### config.mk
export PLATFORM = sky130hd
export DESIGN_NAME = fdso_status_outputs
export DESIGN_NICKNAME = d
export VERILOG_FILES = /design/src/fdso_pkg.sv /design/src/fdso_read_shaper.sv /design/src/fdso_status_outputs.sv
export SDC_FILE = /design/constraint.sdc
export NUM_CORES = 1
export LEC_CHECK = 0
export ABC_AREA = 0
export ABC_CLOCK_PERIOD_IN_PS = 2400
export BUFFER_PORTS_ARGS = -buffer_cell sky130_fd_sc_hd__buf_2
export CAP_MARGIN = 25
export CORE_ASPECT_RATIO = 1.2
export CORE_MARGIN = 2
export CORE_UTILIZATION = 43
export CTS_CLUSTER_DIAMETER = 100
export CTS_CLUSTER_SIZE = 30
export DETAILED_ROUTE_END_ITERATION = 10
export MAX_ROUTING_LAYER = met4
export SLEW_MARGIN = 25
export SYNTH_ARGS = -nofsm -noshare
export SYNTH_HDL_FRONTEND = slang
export SYNTH_SLANG_ARGS = --single-unit
export TNS_END_PERCENT = 30
### constraint.sdc
create_clock -name clk -period 2.4 [get_ports clk]
set_input_delay 0 -clock clk [delete_from_list [all_inputs] [get_ports clk]]
set_output_delay 0 -clock clk [all_outputs]
set_load 0.005 [all_outputs]
### src/fdso_pkg.sv
// Package of constants and carrier types for the disk status output block
package fdso_pkg;
    // ****************************************
    // Timing
    // ****************************************
    localparam int CLK_PERIOD_NS = 10;
    localparam int READ_PULSE_NS = 200;
    localparam int READ_WINDOW_NS = 860;
    // Pulse width is a least time: round up
    localparam int READ_PULSE_CYC = (READ_PULSE_NS + CLK_PERIOD_NS - 1) / CLK_PERIOD_NS;
    // Window is a longest time: round down
    localparam int READ_WINDOW_CYC = READ_WINDOW_NS / CLK_PERIOD_NS;
    localparam int CNT_W = 7;
    localparam logic [CNT_W-1:0] PULSE_LOAD = CNT_W'(READ_PULSE_CYC);
    localparam logic [CNT_W-1:0] WINDOW_LOAD = CNT_W'(READ_WINDOW_CYC);
    localparam logic [CNT_W-1:0] CNT_ZERO = 7'h00;

    // ****************************************
    // Step phase and reset values
    // ****************************************
    localparam int PHASE_W = 2;
    localparam logic [PHASE_W-1:0] PHASE_HOME = 2'h0;
    localparam logic OUT_IDLE = 1'b1;
    localparam logic CHANGE_RESET = 1'b0;

    // ****************************************
    // Carrier types
    // ****************************************
    typedef struct packed {
        logic lever_open;
        logic carriage_home;
        logic media_protected;
        logic second_hole_seen;
    } fdso_sensor_type;

    typedef struct packed {
        logic media_change_n;
        logic home_track_flag_n;
        logic write_protect_n;
        logic double_sided_n;
        logic ready_n;
    } fdso_status_type;

    // Read qualifier states
    typedef enum logic [2:0] {
        RQ_IDLE = 3'b001,
        RQ_PULSE = 3'b010,
        RQ_HOLD = 3'b100
    } fdso_rq_state_type;
endpackage

### src/fdso_read_shaper.sv
// Read transition qualifier and pulse shaper
`timescale 1ns/10ps
`default_nettype none
module fdso_read_shaper (
    input wire logic clk,
    input wire logic reset_n,
    input wire logic flux_raw,
    input wire logic writing,
    output logic pulse_n
);
    import fdso_pkg::*;

    logic flux_d_r;
    logic [CNT_W-1:0] cnt_r;
    fdso_rq_state_type state_r;
    logic edge_seen;

    // Edge detector on the digitized transition
    always_ff @(posedge clk) begin
        if (!reset_n) begin
            flux_d_r <= 1'b0;
        end else begin
            flux_d_r <= flux_raw;
        end
    end
    assign edge_seen = flux_raw & ~flux_d_r;

    // Window one-shot: edges inside the dead window are dropped
    always_ff @(posedge clk) begin
        if (!reset_n || writing) begin
            state_r <= RQ_IDLE;
            cnt_r <= CNT_ZERO;
            pulse_n <= OUT_IDLE;
        end else begin
            case (state_r)
                RQ_IDLE: begin
                    if (edge_seen) begin
                        state_r <= RQ_PULSE;
                        cnt_r <= PULSE_LOAD - 7'h01;
                        pulse_n <= 1'b0;
                    end
                end
                RQ_PULSE: begin
                    if (cnt_r == CNT_ZERO) begin
                        state_r <= RQ_HOLD;
                        cnt_r <= WINDOW_LOAD - PULSE_LOAD - 7'h01;
                        pulse_n <= OUT_IDLE;
                    end else begin
                        cnt_r <= cnt_r - 7'h01;
                    end
                end
                RQ_HOLD: begin
                    if (cnt_r == CNT_ZERO) begin
                        state_r <= RQ_IDLE;
                    end else begin
                        cnt_r <= cnt_r - 7'h01;
                    end
                end
                default: begin
                    state_r <= RQ_IDLE;
                    pulse_n <= OUT_IDLE;
                end
            endcase
        end
    end

    // Pulse stays low exactly the shaped width
    chk_pulse_width: assert property (@(posedge clk)
        disable iff (!reset_n || writing)
        $fell(pulse_n) |-> !pulse_n [*8] ##1 !pulse_n [*8] ##1 !pulse_n [*4] ##1 pulse_n)
        else $error("read pulse differs from shaped width");
    chk_pulse_none_writing: assert property (@(posedge clk) disable iff (!reset_n)
        writing |=> pulse_n)
        else $error("read pulse while writing");
    chk_pulse_from_edge: assert property (@(posedge clk)
        disable iff (!reset_n || writing)
        $fell(pulse_n) |-> $past(edge_seen))
        else $error("read pulse without a transition");
    chk_window_gap: assert property (@(posedge clk)
        disable iff (!reset_n || writing)
        $rose(pulse_n) |-> pulse_n [*8])
        else $error("pulse inside dead window");
endmodule
`default_nettype wire

### src/fdso_status_outputs.sv
// Status and read pulse outputs of the flexible disk unit
// Functional notes
// - Open lever clears media-change latch; interface shows change true, low.
// - Select deassert edge sets latch, making change status false.
// - Home-track output low while selected and head sits at outermost track.
// - Home-track needs position sensor, step phase 0 and unit select.
// - Position sensor trips between tracks 2 and 3; phase qualifies it.
// - Write-protect output low when selected with protected media, else high.
// - Write electronics inhibited whenever protected media sensed, select ignored.
// - Each flux transition gives a 200 ns low read pulse when selected.
// - Read pulse falling edge marks the flux transition position.
// - Transitions qualified by edge detector and about 860 ns window.
// - No read pulses while writing to the media.
// - Second index hole media and selected drives double-sided output low.
// - Ready forced false when head 1 chosen with single-sided media.
// - Side select low picks head 1, high picks head 0; kept stable.
`timescale 1ns/10ps
`default_nettype none
module fdso_status_outputs (
    input wire logic clk,
    input wire logic reset_n,
    input wire fdso_pkg::fdso_sensor_type sensors,
    input wire logic [fdso_pkg::PHASE_W-1:0] step_phase,
    input wire logic unit_select,
    input wire logic side_select_n,
    input wire logic write_enable_gate_n,
    input wire logic write_pulse_line,
    input wire logic ready_base,
    input wire logic flux_raw,
    output fdso_pkg::fdso_status_type status,
    output logic read_pulse_n,
    output logic write_current_en,
    output logic write_flux
);
    import fdso_pkg::*;

    // ****************************************
    // Sensor synchronizers
    // ****************************************
    fdso_sensor_type sens_meta_r;
    fdso_sensor_type sens_r;
    logic select_d_r;
    logic change_latch_r;
    logic media_protect_internal_n;
    logic head_one;
    logic writing;
    logic write_pulse_d_r;
    logic shaped_n;

    // Two stages so the latched outputs never see a metastable sensor
    always_ff @(posedge clk) begin
        if (!reset_n) begin
            sens_meta_r <= '0;
            sens_r <= '0;
        end else begin
            sens_meta_r <= sensors;
            sens_r <= sens_meta_r;
        end
    end

    // ****************************************
    // Media-change latch
    // ****************************************
    // Open lever wins over the select edge: a change must never be lost
    always_ff @(posedge clk) begin
        if (!reset_n) begin
            select_d_r <= 1'b0;
            change_latch_r <= CHANGE_RESET;
        end else begin
            select_d_r <= unit_select;
            if (sens_r.lever_open) begin
                change_latch_r <= 1'b0;
            end else if (select_d_r && !unit_select) begin
                change_latch_r <= 1'b1;
            end
        end
    end

    // ****************************************
    // Interface status
    // ****************************************
    assign media_protect_internal_n = ~sens_r.media_protected;
    assign head_one = ~side_select_n;
    assign writing = ~write_enable_gate_n & unit_select & media_protect_internal_n;

    // All status lines are registered so they cannot glitch
    always_ff @(posedge clk) begin
        if (!reset_n) begin
            status <= '1;
        end else begin
            status.media_change_n <= change_latch_r;
            // Sensor alone is ambiguous over three tracks; phase picks track 0
            status.home_track_flag_n <= ~(sens_r.carriage_home && step_phase == PHASE_HOME
                && unit_select);
            status.write_protect_n <= ~(unit_select && sens_r.media_protected);
            status.double_sided_n <= ~(unit_select && sens_r.second_hole_seen);
            status.ready_n <= ~(ready_base && unit_select
                && !(head_one && !sens_r.second_hole_seen));
        end
    end

    // ****************************************
    // Write path gating
    // ****************************************
    // Host should idle the pulse line when gate is off; gated here anyway
    always_ff @(posedge clk) begin
        if (!reset_n) begin
            write_current_en <= 1'b0;
            write_pulse_d_r <= 1'b1;
            write_flux <= 1'b0;
        end else begin
            write_current_en <= writing;
            write_pulse_d_r <= write_pulse_line;
            if (writing && write_pulse_d_r && !write_pulse_line) begin
                write_flux <= ~write_flux;
            end
        end
    end

    // ****************************************
    // Read path
    // ****************************************
    fdso_read_shaper u_shaper (
        .clk(clk),
        .reset_n(reset_n),
        .flux_raw(flux_raw),
        .writing(writing),
        .pulse_n(shaped_n)
    );

    // Select gating after the shaper keeps the edge timing intact
    always_ff @(posedge clk) begin
        if (!reset_n) begin
            read_pulse_n <= OUT_IDLE;
        end else begin
            read_pulse_n <= shaped_n | ~unit_select;
        end
    end

    // ****************************************
    // Checks
    // ****************************************
    chk_change_on_open: assert property (@(posedge clk) disable iff (!reset_n)
        sens_r.lever_open |-> ##2 !status.media_change_n)
        else $error("media change not shown after open lever");
    chk_change_on_deselect: assert property (@(posedge clk) disable iff (!reset_n)
        $fell(unit_select) && !sens_r.lever_open ##1 !sens_r.lever_open [*2]
        |-> status.media_change_n)
        else $error("media change not cleared by deselect");
    chk_home_qualified: assert property (@(posedge clk) disable iff (!reset_n)
        !status.home_track_flag_n |-> $past(unit_select) && $past(step_phase) == PHASE_HOME
        && $past(sens_r.carriage_home))
        else $error("home track without qualifiers");
    chk_home_held: assert property (@(posedge clk) disable iff (!reset_n)
        unit_select && sens_r.carriage_home && step_phase == PHASE_HOME
        |=> !status.home_track_flag_n)
        else $error("home track released at track 0");
    chk_protect_output: assert property (@(posedge clk) disable iff (!reset_n)
        ##1 status.write_protect_n == !($past(unit_select) && $past(sens_r.media_protected)))
        else $error("write protect output wrong");
    chk_write_inhibit: assert property (@(posedge clk) disable iff (!reset_n)
        sens_r.media_protected |=> !write_current_en)
        else $error("write enabled on protected media");
    chk_two_sided: assert property (@(posedge clk) disable iff (!reset_n)
        unit_select && sens_r.second_hole_seen |=> !status.double_sided_n)
        else $error("double sided not reported");
    chk_ready_side: assert property (@(posedge clk) disable iff (!reset_n)
        head_one && !sens_r.second_hole_seen |=> status.ready_n)
        else $error("ready true with head 1 on single sided media");
    chk_read_select: assert property (@(posedge clk) disable iff (!reset_n)
        !unit_select |=> read_pulse_n)
        else $error("read pulse while deselected");

    // ****************************************
    // Release and gating checks
    // ****************************************
    // Flag lets go as soon as the carriage leaves the sensor
    chk_home_release: assert property (@(posedge clk) disable iff (!reset_n)
        !sens_r.carriage_home |=> status.home_track_flag_n)
        else $error("home track shown away from the sensor");
    // Sensor alone spans three tracks, so a wrong phase must keep the flag off
    chk_home_phase: assert property (@(posedge clk) disable iff (!reset_n)
        step_phase != PHASE_HOME |=> status.home_track_flag_n)
        else $error("home track shown off phase 0");
    // Select gates the interface line only, never the internal inhibit
    chk_protect_deselect: assert property (@(posedge clk) disable iff (!reset_n)
        !unit_select |=> status.write_protect_n)
        else $error("write protect shown while deselected");
    // Two sided line needs both the hole and the select
    chk_two_sided_off: assert property (@(posedge clk) disable iff (!reset_n)
        !(unit_select && sens_r.second_hole_seen) |=> status.double_sided_n)
        else $error("double sided shown without cause");
    // Ready passes through while selected unless head 1 meets single sided media
    chk_ready_true: assert property (@(posedge clk) disable iff (!reset_n)
        ready_base && unit_select && !(head_one && !sens_r.second_hole_seen)
        |=> !status.ready_n)
        else $error("ready withheld without cause");
    // Write current follows the internal write condition one cycle late
    chk_current_on: assert property (@(posedge clk) disable iff (!reset_n)
        writing |=> write_current_en)
        else $error("write current missing while writing");
    // No flux change reaches the head unless writing is allowed
    chk_flux_gated: assert property (@(posedge clk) disable iff (!reset_n)
        !writing |=> $stable(write_flux))
        else $error("write flux toggled while inhibited");
    // Shaper reset plus output register: two cycles to clear the line
    chk_read_blocked: assert property (@(posedge clk) disable iff (!reset_n)
        writing |-> ##2 read_pulse_n)
        else $error("read pulse on interface while writing");
    // Latch sets only on the select falling edge with the lever shut
    chk_latch_set: assert property (@(posedge clk) disable iff (!reset_n)
        $rose(change_latch_r) |-> $past(select_d_r) && !$past(unit_select)
        && !$past(sens_r.lever_open))
        else $error("media change latch set without deselect");
    // Latch clears only from an open lever, reset aside
    chk_latch_clear: assert property (@(posedge clk) disable iff (!reset_n)
        $fell(change_latch_r) && $past(reset_n) |-> $past(sens_r.lever_open))
        else $error("media change latch cleared without open lever");
    // Sensors reach the status logic exactly two cycles late
    chk_sync_delay: assert property (@(posedge clk) disable iff (!reset_n)
        $past(reset_n) && $past(reset_n, 2) |-> sens_r == $past(sensors, 2))
        else $error("sensor synchronizer delay wrong");
endmodule
`default_nettype wire

# == After elaboration in Yosys (flattened, before gate mapping) ==
# Index checks and enable logic that the tools add are counted.
# word_totals
regBits,31
input_bits,14
out_inout_bits,8
elab_cells,81
# classes
addsub,1
n_eq_ne,7
muxes,11
bitwise,16
n_reduce_logical,23
# ops
op,n
$mux 7,3
$pmux 7 s3,1
$not 1->1,12
$logic_and 1x1->1,10
$mux 3,3
$pmux 3 s3,1
$reduce_and 3->1,3
$logic_not 7->1,1
$sub 7x1->7 const B,1
$ne 2x1->1 const B,3
$logic_not 1->1,5
$and 1x1->1,3
$eq 3x1->1 const B,1
$eq 3x2->1 const B,1
$eq 3x3->1 const B,1
$pmux 1 s3,1
$reduce_bool 3->1,1
$logic_not 2->1,1
$mux 1,2
$ne 2x2->1 const B,1
$reduce_or 2->1,1
$logic_or 1x1->1,1
$or 1x1->1,1

# == Depth between registers and ports, before layout ==
# depth
word_depth,5
depth_mapped,6
mapped_depth_nobuf,6

# == By module ==
# From an unflattened synthesis, not the netlist that was laid out.
# hier_totals
hier_cells,138
hier_area_um2,1331.3
# by_module_without_submodules
module,n_inst,cells_each,area_per_inst_um2,seq_area_each_um2
fdso_read_shaper,1,91,770.7,240.2
fdso_status_outputs,1,47,560.5,380.4

# == Worst setup path after synthesis ==
# No wires, ideal clock.
# synth_timing
kind,register -> register
from,register u_shaper.cnt_r[0]
to,register u_shaper.cnt_r[5]
setup_time_ps,132
arrival_ps,1526
required_ps,2268
path_slack_ps,742
stages_incl_launch_ff,7
n_path_buf,0
period_less_slack_ps,1658
cell_sequence,dfxtp_1 > inv_1 > ha_1 > nor4b_4 > a2111oi_2 > or2_1 > o311ai_2
# synth_via
elab_chain_len,3
elab_cells_between_ends,7
classes_between,1 x add/sub; 1 x eq/ne; 3 x mux; 2 x reduce/logical
# synth_lines
element,line_no,text
start: declaration,fdso_read_shaper.sv:14,logic [CNT_W-1:0] cnt_r;
start signal: assignment,fdso_read_shaper.sv:39,cnt_r <= PULSE_LOAD - 7'h01;
start signal: assignment,fdso_read_shaper.sv:46,cnt_r <= WINDOW_LOAD - PULSE_LOAD - 7'h01;
start signal: assignment,fdso_read_shaper.sv:49,cnt_r <= cnt_r - 7'h01;
$sub 7x1->7 or $logic_not 7->1 (tied branches),-,
"$mux 7, or another cell as far along",fdso_read_shaper.sv:53,if (cnt_r == CNT_ZERO) begin
$pmux 7 s3 or $reduce_and 3->1 (tied branches),-,
# Parallel ways exist; a longest one is shown, timed or not. The select of a mux whose other input is x is not followed.
# A chain may end at the register's enable or synchronous reset.

# == Worst setup path after layout ==
# Same ends and word-level chain as after synthesis.

==> results by group <==
Logic synthesis
  – Post-synthesis compound-gate area fraction: 17.0%
  – Area contributors post-synth: dfxtp_1, and2_1, nand2b_1
  – Synthesized Nets: between 100 and 150
  – Yosys reg bits: 31
  – Post-synth EDFFs: 0
  – Synthesized instance count: 124
  – Asr flop ratio synth: 0%
  – Top-area cell type share of the netlist area: about half
  – Mean Syn Cell Area: approximately 10 sq um
  – Simple-gate share of the synthesized area: between 20% and 30%
  – Synth Area in Adders: 2.00%
  – Cell taking the most area after synthesis: dfxtp_1
  – Ys Warns: 0
  – Cell variety after synth: 42
  – Mux cell area share after synthesis: 0%
  – Main combinational cell family by area after synthesis: simple AND/OR/NAND/NOR gates
  – Sequential area share after synthesis: between 40% and 50%
  – Main flop type after synthesis: dfxtp_1
  – Post-Syn Area: about 1200 sq um
  – Synth Area in XOR/XNOR: between 1 and 1.5%

Finish
  – Final Core Density: between 50% and 60%
  – Area grow syn2layout: 26.7%
  – Final #Nets: between 150 and 200
  – Fin cells: slightly below 200
  – Layout cells sized above 1: 21.1%
  – Diode count: 0

Worst setup path
  – CP cell instances: inv_1 -> ha_1 -> nor4b_4 -> a2111oi_2 -> or2_1 -> o311ai_2
  – CP startpoint kind: flop
  – CP Data Arrival Time: about 2.1 ns
  – Critical path capture point type: flop
  – CP peak stage delay: roughly 0.55 ns
  – Critical path class: flop to flop
  – Slowest cell on the critical path: a2111oi_2
  – Required @ worst endpoint: between 2 and 3 ns
  – Buf/Inv on CP: 1
  – Max FO, Critical Path: 6
  – Reg-to-reg setup timing slack: approximately 0.5 ns
  – R2R Path Start: u_shaper.cnt_r[0]$_SDFFE_PP0P_
  – FF-to-FF End: u_shaper.cnt_r[5]$_SDFFE_PP0P_
  – CP delay by family, top: compound AO/OA/AOI/OAI gates
  – R2R depth: 6

Floorplanning
  – Initial core utilization: between 40% and 50%
  – Die W: roughly 53 um
  – Core Box Area: 2790 sq um
  – DIE AREA: 3350 sq um
  – Rows: 21
  – DIE HEIGHT: around 63 um
  – I/O pins: 22

Job
  – Max_cap viols: 0

Route
  – Drt first pass iters: 4
  – Total number of vias: 1001
  – Routed Antenna Nets: 0
  – Post-Route WL: roughly 2.5 mm
  – Via/cell ratio: between 5 and 6
  – WL/cell: 12.7 um
  – Drt drc: 0
  – Drt initial violations: 15

Timing
  – Worst hold slack: between 0.02 and 0.03 ns
  – Final setup viols: 0
  – Worst slew pin tran: about 0.56 ns
  – Slew Limit Fails: 0
  – RSZ-0062 raised after global routing: false
  – Final clock skew: between 0.01 and 0.015 ns
  – Final period util: 78.7%
  – Upper clock frequency limit: about 530 MHz
  – Hold Violations, Final: 0
  – Total negative slack: 0 ns
  – Worst slew margin: roughly 63%
  – Fin crit period: 1.89 ns

Min path
  – Worst hold-check path type: primary input to flop
  – HP Start: unit_select
  – Worst Hold Path EP: change_latch_r$_SDFFE_PP0P_
  – Worst hold path depth: 4

CTS
  – H-tree depth: 2
  – Clock Sinks: 31
  – CTS clock-pin slew for the worst setup and hold paths: approximately 0.10 ns
  – TritonCTS clock tree: built
  – Clock Tree Root: clkbuf_4
  – Worst-skew pair later-pin latency: between 0.3 and 0.4 ns
  – CTS buffer count: 5
  – Clock tree buffer depth: 2
  – Postcts setup bufs: 0

Status
  – Outcome: finished, final reports clean

Place
  – Placed Cells: 175
  – RePlAce Congestion: around 0.77
  – HPWL Detailed: between 1.5 and 2 mm
  – Port bufs: 21

Global routing
  – Met2 Usage GRT: roughly 30%
  – Global Route Usage Sum: between 10% and 20%
  – Met3 usage: under 10%
  – Grt ovf: 0
  – Antenna violations before repair: 0
  – Largest net degree at the start of global routing: 18
  – First-pass GRT wire length: between 4 and 5 mm
  – Number of global-route vias before repair: ~1000
  – Busiest layer in global routing: met2
  – GRT met1 Usage: between 10% and 20%

Pwr
  – Pwr Density: roughly 670 nW/um^2
  – Worst VDD drop: around 540 uV
  – Static leakage: around 0.64 nW
## metrics by stage
step | area, sq um | total power, mW | setup WS, ns
2_1_floorplan | 1250 | 0.638 | 0.742
3_3_place_gp | 1380 | 0.669 | 0.614
3_5_place_dp | 1380 | 0.673 | 0.534
4_1_cts | 1580 | 1.07 | 0.510
5_1_grt | 1580 | 1.12 | 0.341
6_report | 1580 | 1.06 | 0.510
## Yosys cell counts (2+ instances only)
| master | instances |
|---|---|
| nor2_1 | 3 |
| nor3_1 | 4 |
| o21ai_1 | 3 |
| o21ai_0 | 3 |
| xnor2_1 | 2 |
| or2_1 | 2 |
| inv_1 | 5 |
| and2_1 | 12 |
| dfxtp_1 | 31 |
| o211a_1 | 2 |
| nor2b_1 | 3 |
| nand2_1 | 7 |
| nor3b_1 | 2 |
| a211oi_1 | 2 |
| clkbuf_1 | 3 |
| nand2b_1 | 8 |
| a21oi_1 | 5 |
| ha_1 | 2 |
| o211ai_1 | 2 |
## registers in the layout, summed over array words and instances (netlist names), 3 cells and up
name,count
u_shaper.state_r,3
sens_meta_r,4
sens_r,4
u_shaper.cnt_r,7
status,5
## layer usage
layer	vias to the layer above	share of wire, %
li1	510	-
met1	465	42
met2	20	51
met3	6	4.1
met4	0	2.1
met5	-	0
## worst register-to-register path, stage by stage (launching register included)
cell and delay, ns:
dfxtp_1 0.43, inv_1 0.09, ha_1 0.21, nor4b_4 0.15
a2111oi_2 0.55, or2_1 0.25, o311ai_2 0.10
## cell usage in the layout, fill, tap and decap left out, drive strengths merged, types with 4 or more instances in the layout
| cell type | instances |
|---|---|
| dfxtp | 31 |
| buf | 21 |
| dlygate4sd3 | 13 |
| and2 | 12 |
| nand2b | 8 |
| nand2 | 7 |
| clkbuf | 6 |
| o21ai | 6 |
| inv | 5 |
| a21oi | 5 |
| nor3 | 4 |
| nor2 | 4 |
## logic make-up (layout without fill, tap and decap cells)
kind of cell | count (synthesis) | in the layout
XOR/XNOR | 2 | 2
adder cells (fa/ha/maj) | 2 | 2
AND/OR/NAND/NOR | 53 | 53
AO/OA/AOI/OAI | 27 | 27
flip-flops | 31 | 31
buffers and inverters | 9 | 46
## power breakdown
part / internal, mW / switching [mW] / leakage, nW / total [mW]
logic: 0.0658 / 0.0570 / 0.344 / 0.123
clock network: 0.215 / 0.165 / 0.0383 / 0.379
registers: 0.536 / 0.0173 / 0.255 / 0.553
## repair_timing
action / in CTS / in global routing
hold buffers: 13 / 0
gates resized for setup: 0 / 0
endpoints found under the hold margin: 10 / 0
## worst max-delay path by stage
stage / start / slack [ns] / end / cells past startpoint
CTS: u_shaper.cnt_r[0]$_SDFFE_PP0P_ / 0.51 / u_shaper.cnt_r[5]$_SDFFE_PP0P_ / 6
finish: u_shaper.cnt_r[0]$_SDFFE_PP0P_ / 0.51 / u_shaper.cnt_r[5]$_SDFFE_PP0P_ / 6
detailed placement: u_shaper.cnt_r[0]$_SDFFE_PP0P_ / 0.53 / u_shaper.cnt_r[5]$_SDFFE_PP0P_ / 6
floorplan: u_shaper.cnt_r[0]$_SDFFE_PP0P_ / 0.74 / u_shaper.cnt_r[5]$_SDFFE_PP0P_ / 6
global placement: u_shaper.cnt_r[0]$_SDFFE_PP0P_ / 0.61 / u_shaper.cnt_r[5]$_SDFFE_PP0P_ / 6
global route: u_shaper.cnt_r[0]$_SDFFE_PP0P_ / 0.34 / u_shaper.state_r[0]$_SDFFE_PP1P_ / 6
## cell type report
class / count / area, sq um
sequential: 31 / 621
fill: 265 / 1200
timing repair buffer: 34 / 235
multi-input combinational: 84 / 593
inverter: 5 / 18.8
clock inverter: 1 / 30.0
tap: 34 / 42.5
clock buffer: 6 / 41.3
Power figures use the tool's default switching activity.
